File: config.mk
export PLATFORM = sky130hd
export DESIGN_NAME = usm_top
export DESIGN_NICKNAME = d
export VERILOG_FILES = /design/src/inc/usm_pkg.sv /design/src/design/usm_sync.sv /design/src/design/usm_baud.sv /design/src/design/usm_top.sv
export SDC_FILE = /design/constraint.sdc
export NUM_CORES = 1
export LEC_CHECK = 0
export BUFFER_PORTS_ARGS = -buffer_cell sky130_fd_sc_hd__buf_4
export CAP_MARGIN = 5
export CORE_ASPECT_RATIO = 0.5
export CORE_MARGIN = 2
export CORE_UTILIZATION = 50
export CTS_CLUSTER_DIAMETER = 80
export DETAILED_ROUTE_END_ITERATION = 10
export PLACE_DENSITY = 0.71
export SLEW_MARGIN = 20
export SYNTH_ARGS = -nofsm -noshare
export SYNTH_HDL_FRONTEND = slang
export SYNTH_SLANG_ARGS = --single-unit
export TNS_END_PERCENT = 30
File: constraint.sdc
create_clock -name ref_clk -period 6.25 [get_ports ref_clk]
set_clock_uncertainty 0.05 [all_clocks]
set_input_delay 0.3125 -clock ref_clk [delete_from_list [all_inputs] [get_ports ref_clk]]
set_output_delay 0.3125 -clock ref_clk [all_outputs]
set_load 0.005 [all_outputs]
File: src/inc/usm_pkg.sv
package usm_pkg;
   // Receiver oversampling and frame shape.
   localparam logic [3:0] SAMPLE_MID = 4'h7;
   localparam logic [3:0] BIT_LAST = 4'hf;
   localparam logic [2:0] DATA_LAST = 3'h7;
   localparam logic [3:0] SPI_EDGE_LAST = 4'hf;
   localparam logic [15:0] BAUD_DIV_RESET = 16'h0000;
   // Line driver mode field encodings.
   localparam logic [1:0] LD_MODE_OFF = 2'h0;
   localparam logic [1:0] LD_MODE_DRIVER = 2'h1;
   localparam logic [1:0] LD_MODE_TXCTRL = 2'h2;
   // System sleep state as seen by the block.
   localparam logic [1:0] SLEEP_ACTIVE = 2'h0;
   localparam logic [1:0] SLEEP_IDLE = 2'h1;
   localparam logic [1:0] SLEEP_STANDBY = 2'h2;
   localparam logic [1:0] SLEEP_PDOWN = 2'h3;
   // Reset values of the data paths.
   localparam logic [7:0] DATA_RESET = 8'h00;
   localparam logic [3:0] COUNT_RESET = 4'h0;

   typedef enum logic [2:0] {
      TX_IDLE = 3'b000,
      TX_GUARD = 3'b001,
      TX_START = 3'b010,
      TX_DATA = 3'b011,
      TX_STOP = 3'b100,
      TX_SPI = 3'b101
   } usm_tx_e;

   typedef enum logic [1:0] {
      RX_IDLE = 2'b00,
      RX_START = 2'b01,
      RX_DATA = 2'b10,
      RX_STOP = 2'b11
   } usm_rx_e;
endpackage

File: src/design/usm_sync.sv
`timescale 1ns/1ns
module usm_sync (
   // Clock and reset.
   input logic ref_clk,
   input logic rst,
   // Asynchronous level in, synchronised level out.
   input logic asyncIn,
   output logic syncOut
);
   logic stage1_reg;
   logic stage2_reg;

   // Pins idle high, so both stages reset to the idle level.
   always_ff @(posedge ref_clk) begin
      if (rst) begin
         stage1_reg <= 1'b1;
         stage2_reg <= 1'b1;
      end else begin
         stage1_reg <= asyncIn;
         stage2_reg <= stage1_reg;
      end
   end

   assign syncOut = stage2_reg;
endmodule // usm_sync

File: src/design/usm_baud.sv
`timescale 1ns/1ns
module usm_baud #(
   parameter int DIV_WIDTH = 16
) (
   // Clock and reset.
   input logic ref_clk,
   input logic rst,
   // Divisor: one tick every divisor plus one cycles.
   input logic [DIV_WIDTH-1:0] divisor,
   output logic tick
);
   logic [DIV_WIDTH-1:0] count_reg;
   logic tick_reg;
   logic wrap;

   assign wrap = (count_reg >= divisor);

   always_ff @(posedge ref_clk) begin
      if (rst) begin
         count_reg <= '0;
         tick_reg <= 1'b0;
      end else begin
         count_reg <= wrap ? '0 : count_reg + 1'b1;
         tick_reg <= wrap;
      end
   end

   assign tick = tick_reg;
endmodule // usm_baud

File: src/design/usm_top.sv
`timescale 1ns/1ns
// Notes on behaviour
// - SPI master needs transmitter; receiver optional
// - Master drives transfer clock pin
// - Every transfer starts from data write
// - Data waits in buffer until shifter free
// - Flags as UART; error flags read zero
// - Phase and order match standard SPI master
// - No write collision detection
// - No double speed; use baud divisor
// - No slave select; master directions only
// - Disabling tx/rx same as UART mode
// - Mode 1 direction output, 2 pin control
// - Direction high while UART transmitter active; low in SPI
// - Direction rises one bit before data
// - Direction high through all stop bits
// - Start detect only async and standby
// - Falling edge powers oscillator and clock
// - False start switches clock back off
// - Enable bit; detected start sets flag
// - Detection off in active, idle, powerdown
// - Two flags share one interrupt line
// - Enables decide which event wakes clocks
// - Sleep keeps oscillator during communication
module usm_top #(
   parameter int DIV_WIDTH = 16
) (
   // Clock and reset.
   input logic ref_clk,
   input logic rst,
   // Configuration.
   input logic txEnable,
   input logic rxEnable,
   input logic spiMode,
   input logic clockPhaseSel,
   input logic bitOrderSel,
   input logic [1:0] lineDriverMode,
   input logic twoStopBits,
   input logic [DIV_WIDTH-1:0] baudDivisor,
   input logic startDetectEnable,
   input logic rxCompleteIntEn,
   input logic startDetectIntEn,
   // System power state.
   input logic [1:0] sleepMode,
   input logic otherWake,
   // Transmit data.
   input logic [7:0] txDataReg,
   input logic txDataRegWrite,
   output logic dataRegEmpty,
   // Receive data and flags.
   output logic [7:0] rxData,
   input logic rxRead,
   output logic rxCompleteFlag,
   output logic frameError,
   output logic bufferOverflow,
   output logic startDetectFlag,
   input logic startDetectClear,
   // Shared interrupt and power requests.
   output logic rxIrq,
   output logic wakeRequest,
   output logic oscRequest,
   output logic serialClkEnable,
   // Pins.
   input logic rxdPin,
   output logic txdOut,
   output logic txdOeN,
   output logic txDirectionOut,
   output logic transferClockPinOut,
   output logic transferClockPinOeN
);
   usm_pkg::usm_tx_e txState_reg;
   usm_pkg::usm_rx_e rxState_reg;
   logic baudTick;
   logic rxdSync;
   logic rxdPrev_reg;
   logic [7:0] txBuf_reg;
   logic dataRegEmpty_reg;
   logic [7:0] txShift_reg;
   logic [3:0] txTick_reg;
   logic [2:0] txBitCnt_reg;
   logic [3:0] edgeCnt_reg;
   logic secondStop_reg;
   logic txdOut_reg;
   logic txdOeN_reg;
   logic txDirectionOut_reg;
   logic transferClockOut_reg;
   logic transferClockOeN_reg;
   logic [7:0] rxShift_reg;
   logic [3:0] rxTick_reg;
   logic [2:0] rxBitCnt_reg;
   logic [7:0] rxData_reg;
   logic rxCompleteFlag_reg;
   logic frameError_reg;
   logic bufferOverflow_reg;
   logic startDetectFlag_reg;
   logic sfdClk_reg;
   logic rxIrq_reg;
   logic wakeRequest_reg;
   logic oscRequest_reg;
   logic serialClkEnable_reg;

   function automatic logic outBit(input logic [7:0] v, input logic lsbFirst);
      outBit = lsbFirst ? v[0] : v[7];
   endfunction

   function automatic logic [7:0] shifted(input logic [7:0] v, input logic lsbFirst);
      shifted = lsbFirst ? {1'b0, v[7:1]} : {v[6:0], 1'b0};
   endfunction

   function automatic logic [7:0] shiftIn(input logic [7:0] v, input logic b,
                                          input logic lsbFirst);
      shiftIn = lsbFirst ? {b, v[7:1]} : {v[6:0], b};
   endfunction

   // The baud divisor alone sets the rate; there is no double speed option.
   usm_baud #(.DIV_WIDTH(DIV_WIDTH)) baudGen (
      .ref_clk(ref_clk),
      .rst(rst),
      .divisor(baudDivisor),
      .tick(baudTick)
   );

   usm_sync rxdSyncer (
      .ref_clk(ref_clk),
      .rst(rst),
      .asyncIn(rxdPin),
      .syncOut(rxdSync)
   );

   // Decoding of the transmit side.
   logic txBitEnd;
   logic stopMore;
   logic txFrameEnd;
   logic txLoad;
   logic txWriteOk;
   logic ldOn;
   logic spiLeadEdge;
   logic spiSample;
   logic spiShiftOut;
   logic spiDone;
   logic dirNext;
   assign txBitEnd = baudTick && (txTick_reg == usm_pkg::BIT_LAST);
   assign stopMore = twoStopBits && !secondStop_reg;
   assign txFrameEnd = (txState_reg == usm_pkg::TX_STOP) && txBitEnd && !stopMore;
   // A pending word moves only when the shifter is free.
   assign txLoad = !dataRegEmpty_reg && ((txState_reg == usm_pkg::TX_IDLE) || txFrameEnd);
   // A write while full is dropped silently; no collision flag exists.
   assign txWriteOk = txDataRegWrite && dataRegEmpty_reg && txEnable;
   assign ldOn = (lineDriverMode != usm_pkg::LD_MODE_OFF);
   // Direction follows the registered state, as the data pin does, so it leads the
   // start bit by the guard bit, which can be up to one baud tick short of a full bit, and falls with the end of the last stop bit.
   assign dirNext = ldOn && (txState_reg != usm_pkg::TX_IDLE) &&
                    (txState_reg != usm_pkg::TX_SPI);
   assign spiLeadEdge = !edgeCnt_reg[0];
   // Phase select picks which edge samples, as on a standard SPI master.
   assign spiSample = (txState_reg == usm_pkg::TX_SPI) && baudTick &&
                      (spiLeadEdge != clockPhaseSel);
   assign spiShiftOut = (txState_reg == usm_pkg::TX_SPI) && baudTick &&
                        (spiLeadEdge == clockPhaseSel) && (edgeCnt_reg != usm_pkg::SPI_EDGE_LAST);
   assign spiDone = (txState_reg == usm_pkg::TX_SPI) && baudTick &&
                    (edgeCnt_reg == usm_pkg::SPI_EDGE_LAST);

   // Transmit buffer; writing it is what starts every transfer.
   always_ff @(posedge ref_clk) begin
      if (rst) begin
         txBuf_reg <= usm_pkg::DATA_RESET;
         dataRegEmpty_reg <= 1'b1;
      end else if (txWriteOk) begin
         txBuf_reg <= txDataReg;
         dataRegEmpty_reg <= 1'b0;
      end else if (txLoad) begin
         dataRegEmpty_reg <= 1'b1;
      end
   end

   // Transmitter. Pending data is always finished, even after disable.
   always_ff @(posedge ref_clk) begin
      if (rst) begin
         txState_reg <= usm_pkg::TX_IDLE;
         txShift_reg <= usm_pkg::DATA_RESET;
         txTick_reg <= usm_pkg::COUNT_RESET;
         txBitCnt_reg <= 3'h0;
         edgeCnt_reg <= usm_pkg::COUNT_RESET;
         secondStop_reg <= 1'b0;
         txdOut_reg <= 1'b1;
         txDirectionOut_reg <= 1'b0;
         transferClockOut_reg <= 1'b0;
      end else begin
         if (baudTick) begin
            txTick_reg <= txTick_reg + 4'h1;
         end
         case (txState_reg)
            usm_pkg::TX_IDLE: begin
               txTick_reg <= usm_pkg::COUNT_RESET;
               edgeCnt_reg <= usm_pkg::COUNT_RESET;
               transferClockOut_reg <= 1'b0;
               if (txLoad && spiMode) begin
                  txState_reg <= usm_pkg::TX_SPI;
                  if (!clockPhaseSel) begin
                     txdOut_reg <= outBit(txBuf_reg, bitOrderSel);
                     txShift_reg <= shifted(txBuf_reg, bitOrderSel);
                  end else begin
                     txShift_reg <= txBuf_reg;
                  end
               end else if (txLoad) begin
                  txShift_reg <= txBuf_reg;
                  // Guard bit lets the external driver turn on first.
                  txState_reg <= ldOn ? usm_pkg::TX_GUARD : usm_pkg::TX_START;
               end else begin
                  txdOut_reg <= 1'b1;
               end
            end
            usm_pkg::TX_GUARD: begin
               txdOut_reg <= 1'b1;
               if (txBitEnd) begin
                  txState_reg <= usm_pkg::TX_START;
               end
            end
            usm_pkg::TX_START: begin
               txdOut_reg <= 1'b0;
               txBitCnt_reg <= 3'h0;
               secondStop_reg <= 1'b0;
               if (txBitEnd) begin
                  txState_reg <= usm_pkg::TX_DATA;
               end
            end
            usm_pkg::TX_DATA: begin
               txdOut_reg <= txShift_reg[0];
               if (txBitEnd) begin
                  txShift_reg <= shifted(txShift_reg, 1'b1);
                  txBitCnt_reg <= txBitCnt_reg + 3'h1;
                  if (txBitCnt_reg == usm_pkg::DATA_LAST) begin
                     txState_reg <= usm_pkg::TX_STOP;
                  end
               end
            end
            usm_pkg::TX_STOP: begin
               txdOut_reg <= 1'b1;
               // Direction stays up over every stop bit.
               if (txBitEnd && stopMore) begin
                  secondStop_reg <= 1'b1;
               end else if (txFrameEnd && txLoad) begin
                  txShift_reg <= txBuf_reg;
                  txState_reg <= usm_pkg::TX_START;
               end else if (txFrameEnd) begin
                  txState_reg <= usm_pkg::TX_IDLE;
               end
            end
            usm_pkg::TX_SPI: begin
               // The transmitter owns the transfer clock, so it is driven here.
               if (baudTick) begin
                  edgeCnt_reg <= edgeCnt_reg + 4'h1;
                  transferClockOut_reg <= !transferClockOut_reg;
               end
               if (spiShiftOut) begin
                  txdOut_reg <= outBit(txShift_reg, bitOrderSel);
                  txShift_reg <= shifted(txShift_reg, bitOrderSel);
               end
               if (spiDone) begin
                  txState_reg <= usm_pkg::TX_IDLE;
               end
            end
            default: begin
               txState_reg <= usm_pkg::TX_IDLE;
            end
         endcase
         txDirectionOut_reg <= dirNext;
      end
   end

   // Pin ownership. Mode 2 releases the data pin whenever nothing is sent.
   logic txActive;
   logic txdDrive;
   assign txActive = (txState_reg != usm_pkg::TX_IDLE) || txLoad;
   assign txdDrive = (lineDriverMode == usm_pkg::LD_MODE_TXCTRL) ? txActive :
                     (txEnable || txActive || !dataRegEmpty_reg);

   // Only data out, data in and clock exist; there is no slave select.
   always_ff @(posedge ref_clk) begin
      if (rst) begin
         txdOeN_reg <= 1'b1;
         transferClockOeN_reg <= 1'b1;
      end else begin
         txdOeN_reg <= !txdDrive;
         transferClockOeN_reg <= !spiMode;
      end
   end

   // Receive side decoding. The receiver is only a serial input in SPI mode.
   logic rxRun;
   logic rxFall;
   logic falseStart;
   logic uartSample;
   logic uartDone;
   logic rxLoad;
   logic [7:0] rxShiftNext;
   logic sfdActive;
   logic sfdStart;
   assign rxRun = rxEnable && !spiMode;
   assign rxFall = rxdPrev_reg && !rxdSync;
   assign falseStart = (rxState_reg == usm_pkg::RX_START) && baudTick &&
                       (rxTick_reg == usm_pkg::SAMPLE_MID) && rxdSync;
   assign uartSample = (rxState_reg == usm_pkg::RX_DATA) && baudTick &&
                       (rxTick_reg == usm_pkg::BIT_LAST);
   assign uartDone = (rxState_reg == usm_pkg::RX_STOP) && baudTick &&
                     (rxTick_reg == usm_pkg::BIT_LAST);
   assign rxLoad = uartDone || (spiDone && rxEnable);
   assign rxShiftNext = spiSample ? shiftIn(rxShift_reg, rxdSync, bitOrderSel) :
                        uartSample ? shiftIn(rxShift_reg, rxdSync, 1'b1) : rxShift_reg;
   // Detection only in async mode and standby; otherwise it is off.
   assign sfdActive = startDetectEnable && !spiMode && (sleepMode == usm_pkg::SLEEP_STANDBY);
   assign sfdStart = sfdActive && rxRun && (rxState_reg == usm_pkg::RX_IDLE) && rxFall;

   // Asynchronous receiver; disabling it aborts the frame at once.
   always_ff @(posedge ref_clk) begin
      if (rst) begin
         rxState_reg <= usm_pkg::RX_IDLE;
         rxTick_reg <= usm_pkg::COUNT_RESET;
         rxBitCnt_reg <= 3'h0;
         rxShift_reg <= usm_pkg::DATA_RESET;
         rxdPrev_reg <= 1'b1;
      end else begin
         rxdPrev_reg <= rxdSync;
         rxShift_reg <= rxShiftNext;
         if (baudTick) begin
            rxTick_reg <= rxTick_reg + 4'h1;
         end
         case (rxState_reg)
            usm_pkg::RX_IDLE: begin
               rxTick_reg <= usm_pkg::COUNT_RESET;
               if (rxRun && rxFall) begin
                  rxState_reg <= usm_pkg::RX_START;
               end
            end
            usm_pkg::RX_START: begin
               if (baudTick && (rxTick_reg == usm_pkg::SAMPLE_MID)) begin
                  rxTick_reg <= usm_pkg::COUNT_RESET;
                  rxBitCnt_reg <= 3'h0;
                  rxState_reg <= rxdSync ? usm_pkg::RX_IDLE : usm_pkg::RX_DATA;
               end
            end
            usm_pkg::RX_DATA: begin
               if (uartSample) begin
                  rxBitCnt_reg <= rxBitCnt_reg + 3'h1;
                  if (rxBitCnt_reg == usm_pkg::DATA_LAST) begin
                     rxState_reg <= usm_pkg::RX_STOP;
                  end
               end
            end
            usm_pkg::RX_STOP: begin
               if (uartDone) begin
                  rxState_reg <= usm_pkg::RX_IDLE;
               end
            end
            default: begin
               rxState_reg <= usm_pkg::RX_IDLE;
            end
         endcase
         if (!rxRun) begin
            rxState_reg <= usm_pkg::RX_IDLE;
         end
      end
   end

   // Receive buffer and flags. A new frame wins over a read in the same cycle.
   always_ff @(posedge ref_clk) begin
      if (rst || !rxEnable) begin
         rxData_reg <= usm_pkg::DATA_RESET;
         rxCompleteFlag_reg <= 1'b0;
         frameError_reg <= 1'b0;
         bufferOverflow_reg <= 1'b0;
      end else if (rxLoad) begin
         rxData_reg <= rxShiftNext;
         rxCompleteFlag_reg <= 1'b1;
         // Error flags are unused in SPI mode and stay zero there.
         frameError_reg <= uartDone && !rxdSync;
         bufferOverflow_reg <= !spiMode && rxCompleteFlag_reg && !rxRead;
      end else if (rxRead) begin
         rxCompleteFlag_reg <= 1'b0;
         frameError_reg <= 1'b0;
         bufferOverflow_reg <= 1'b0;
      end
   end

   // Start detection flag and the clock request it raises.
   always_ff @(posedge ref_clk) begin
      if (rst) begin
         startDetectFlag_reg <= 1'b0;
         sfdClk_reg <= 1'b0;
      end else begin
         startDetectFlag_reg <= sfdStart || (startDetectFlag_reg && !startDetectClear);
         if (sfdStart) begin
            sfdClk_reg <= 1'b1;
         end else if ((falseStart && !otherWake) || rxLoad || !sfdActive) begin
            sfdClk_reg <= 1'b0;
         end
      end
   end

   // Shared interrupt line and power requests.
   logic irqNext;
   logic sysAwake;
   logic commBusy;
   assign irqNext = (rxCompleteFlag_reg && rxCompleteIntEn) ||
                    (startDetectFlag_reg && startDetectIntEn);
   assign sysAwake = (sleepMode == usm_pkg::SLEEP_ACTIVE) || (sleepMode == usm_pkg::SLEEP_IDLE);
   assign commBusy = (txState_reg != usm_pkg::TX_IDLE) || (rxState_reg != usm_pkg::RX_IDLE) ||
                     !dataRegEmpty_reg;

   // With both enables off nothing wakes the system; frames in standby are still received into the buffer.
   always_ff @(posedge ref_clk) begin
      if (rst) begin
         rxIrq_reg <= 1'b0;
         wakeRequest_reg <= 1'b0;
         oscRequest_reg <= 1'b1;
         serialClkEnable_reg <= 1'b1;
      end else begin
         rxIrq_reg <= irqNext;
         wakeRequest_reg <= irqNext && !sysAwake;
         oscRequest_reg <= sysAwake || commBusy || sfdClk_reg;
         serialClkEnable_reg <= sysAwake || commBusy || sfdClk_reg;
      end
   end

   assign dataRegEmpty = dataRegEmpty_reg;
   assign rxData = rxData_reg;
   assign rxCompleteFlag = rxCompleteFlag_reg;
   assign frameError = frameError_reg;
   assign bufferOverflow = bufferOverflow_reg;
   assign startDetectFlag = startDetectFlag_reg;
   assign rxIrq = rxIrq_reg;
   assign wakeRequest = wakeRequest_reg;
   assign oscRequest = oscRequest_reg;
   assign serialClkEnable = serialClkEnable_reg;
   assign txdOut = txdOut_reg;
   assign txdOeN = txdOeN_reg;
   assign txDirectionOut = txDirectionOut_reg;
   assign transferClockPinOut = transferClockOut_reg;
   assign transferClockPinOeN = transferClockOeN_reg;
endmodule // usm_top

==> metrics <==
WL final 10,500 µm; Mapped Area 4690 µm²; crit path launch type register; Max Clk Rate 377 MHz; Worst Path Max Fanout 14; arrival time worst endpoint 2.85 ns; clock-pin slew on the worst setup and hold paths 0.06 ns; port bufs 65; Area after DPL 5200 µm²; Design Area, Final 5480 µm²; vias in the first global route 3,825; setup TNS 0 ns; n_diodes 0; CTS tree yes; Routed Antenna Nets 0; max reg flops 16; Vias/cell 5.72; Leak 2.21 nW; Sw Pwr 404 µW; fin cells 723; register share of total power 0.457; Peak VDD IR 164 µV; crit end category register; Tcrit/Tclk final 0.424; Area Overhead vs Synth 16.8%; CTS max path bufs 2; layout cells sized above 1 0.149; First DRT Iteration DRCs 255; Gate Count Post-Synth 557; pins over their slew limit 0; register area share after synthesis 0.384; Post-CTS Resized 0; setup violators final 0; number of enable flip-flop cells after synthesis 0; Slew @ Worst Pin 0.827 ns; Yosys top cell area share 0.384; RSZ-0062 raised after global routing false; first-pass GRT wire length 17,900 µm; fill count 810; crit path kind reg2reg; synthesized net count 625; DP HPWL 7430 µm; M1 WL 5010 µm; P_int 1.01 mW; Power Density 259 nW/µm²; Post-Syn Area per Cell 8.41 µm²; grt ovf 0; DR vias 4,134; Row Count 24; Routed met3 length 391 µm; gr usage total 0.218; largest net degree at the start of global routing 54; placed cell count 708; top layer reached by signal wires met4; Sink Count 90; Worst Setup Slack, final 3.60 ns; Fin. Hold Viols 0; routed wl met2 4980 µm; DR pass1 iterations 5; number of hold buffers added after CTS 0; asr flop ratio synth 0; max cap viols 0; slew margin rel. 0.444; min-delay worst type in2reg; die width 141 µm; dominant cells by area after synthesis dfxtp_1 38%, ha_1 6.4%, a21oi_1 5.2%; number of library cell types mapped by synthesis 57; die area 10,200 µm²; CORE AREA 8920 µm²; GPL Wtd Cong 0.897; Syn. warnings 0; clk root buf clkbuf_16; Worst Path Required 6.45 ns; post-CTS setup buffers 0; Synth Register Bits 90; Multi-input gate area 2650 µm²; final net count 670; DRC 0; Net Sw Frac 0.285; Die H 72.5 µm; largest area contributor in the netlist dfxtp_1; H-tree lvl count 3; Primary FF master, synth dfxtp_1; register area 1800 µm²; clock power share 0.353; min Tclk post-route 2.65 ns; I/O pin total 66; CTS buffer count 9; initial antenna violation count 0; Setup WS pre-CTS 3.63 ns; WL/cell 14.5 µm; status finished clean; Starting Density 0.526; Comb pwr share 0.190; Skew-Pair Late Insertion Delay 0.33 ns
-- worst max-delay path, cell delays in order, from the launching register on --
cell	delay (ns)
dfxtp_1	0.69
nand4_4	0.26
o41a_1	0.54
or2_0	0.41
o32a_1	0.36
o32ai_2	0.23
-- routing by layer --
layer / global-route usage / vias up
li1: - / 2101
met1: 0.277 / 1942
met5: 0 / -
met3: 0.0574 / 11
met4: 0.0733 / 0
met2: 0.367 / 80
-- path summary, 6_finish.rpt --
check	from	to	slack [ns]	cells past startpoint
worst min-delay path	rxRead	bufferOverflow	0.09	2
worst max register to register	baudGen.tick	txShift_reg[7]	3.60	5
worst max-delay path	baudGen.tick	txShift_reg[7]	3.60	5
worst min register to register	rxdSyncer.stage1_reg	rxdSyncer.syncOut	0.38	1
-- cell type report --
class | count | share of cell area
tap | 117 | 0.0267
timing repair buffer | 66 | 0.0905
clock buffer | 13 | 0.0475
sequential | 90 | 0.329
clock inverter | 2 | 0.00229
multi-input combinational | 405 | 0.483
inverter | 30 | 0.0206
-- power by group through the flow --
stage	logic (mW)	clock network, mW	registers [mW]
after floorplan	0.200	0	0.640
after global placement	0.264	0	0.658
after detailed placement	0.267	0	0.659
after CTS	0.269	0.511	0.647
after global routing	0.302	0.537	0.653
final	0.270	0.500	0.647
-- cells in the final DEF (no fill, tap or decap), types with 3 or more instances in the layout --
master	n
nor2_1	52
a211oi_1	20
a21oi_1	49
nand4b_1	3
a222oi_1	8
o21ai_0	16
a22oi_1	4
nor2b_1	8
xnor2_1	7
nor4_1	5
nand2_1	40
a21o_1	3
o22ai_1	4
nor3_1	19
buf_4	66
nand3_1	11
nand2b_1	19
nor3b_1	3
nand4_1	11
or3_1	3
ha_1	24
a31oi_1	7
and3_1	7
nand3b_1	8
or2_2	5
mux2i_1	13
clkbuf_16	9
inv_1	30
dfxtp_1	90
xor2_1	16
o32ai_1	8
a31o_2	3
-- cells in the mapped netlist, drive strengths merged (8+ instances only) --
cell / number
nor2: 52
nor2b: 8
dfxtp: 90
nand4: 12
nor3: 19
inv: 30
o21ai: 16
o32ai: 9
mux2i: 13
nand2b: 19
nand2: 40
ha: 24
a211oi: 20
a21oi: 49
xor2: 16
clkbuf: 27
a222oi: 8
nand3: 11
nand3b: 8
-- logic make-up after synthesis --
kind of cell | synth area share
XOR/XNOR | 0.0430
adder cells (fa/ha/maj) | 0.0641
AO/OA/AOI/OAI | 0.201
AND/OR/NAND/NOR | 0.226
buffers and inverters | 0.0510
flip-flops | 0.384
multiplexers | 0.0302
-- through the flow --
step / total power, mW / hold WS, ns / utilization
3_3_place_gp: 0.922 / 0.342 / 0.583
5_1_grt: 1.49 / 0.0771 / 0.614
2_1_floorplan: 0.840 / 0.336 / -
3_5_place_dp: 0.927 / 0.368 / 0.583
4_1_cts: 1.43 / 0.0832 / 0.614
6_report: 1.42 / 0.0915 / 0.614
Power figures use the tool's default switching activity.
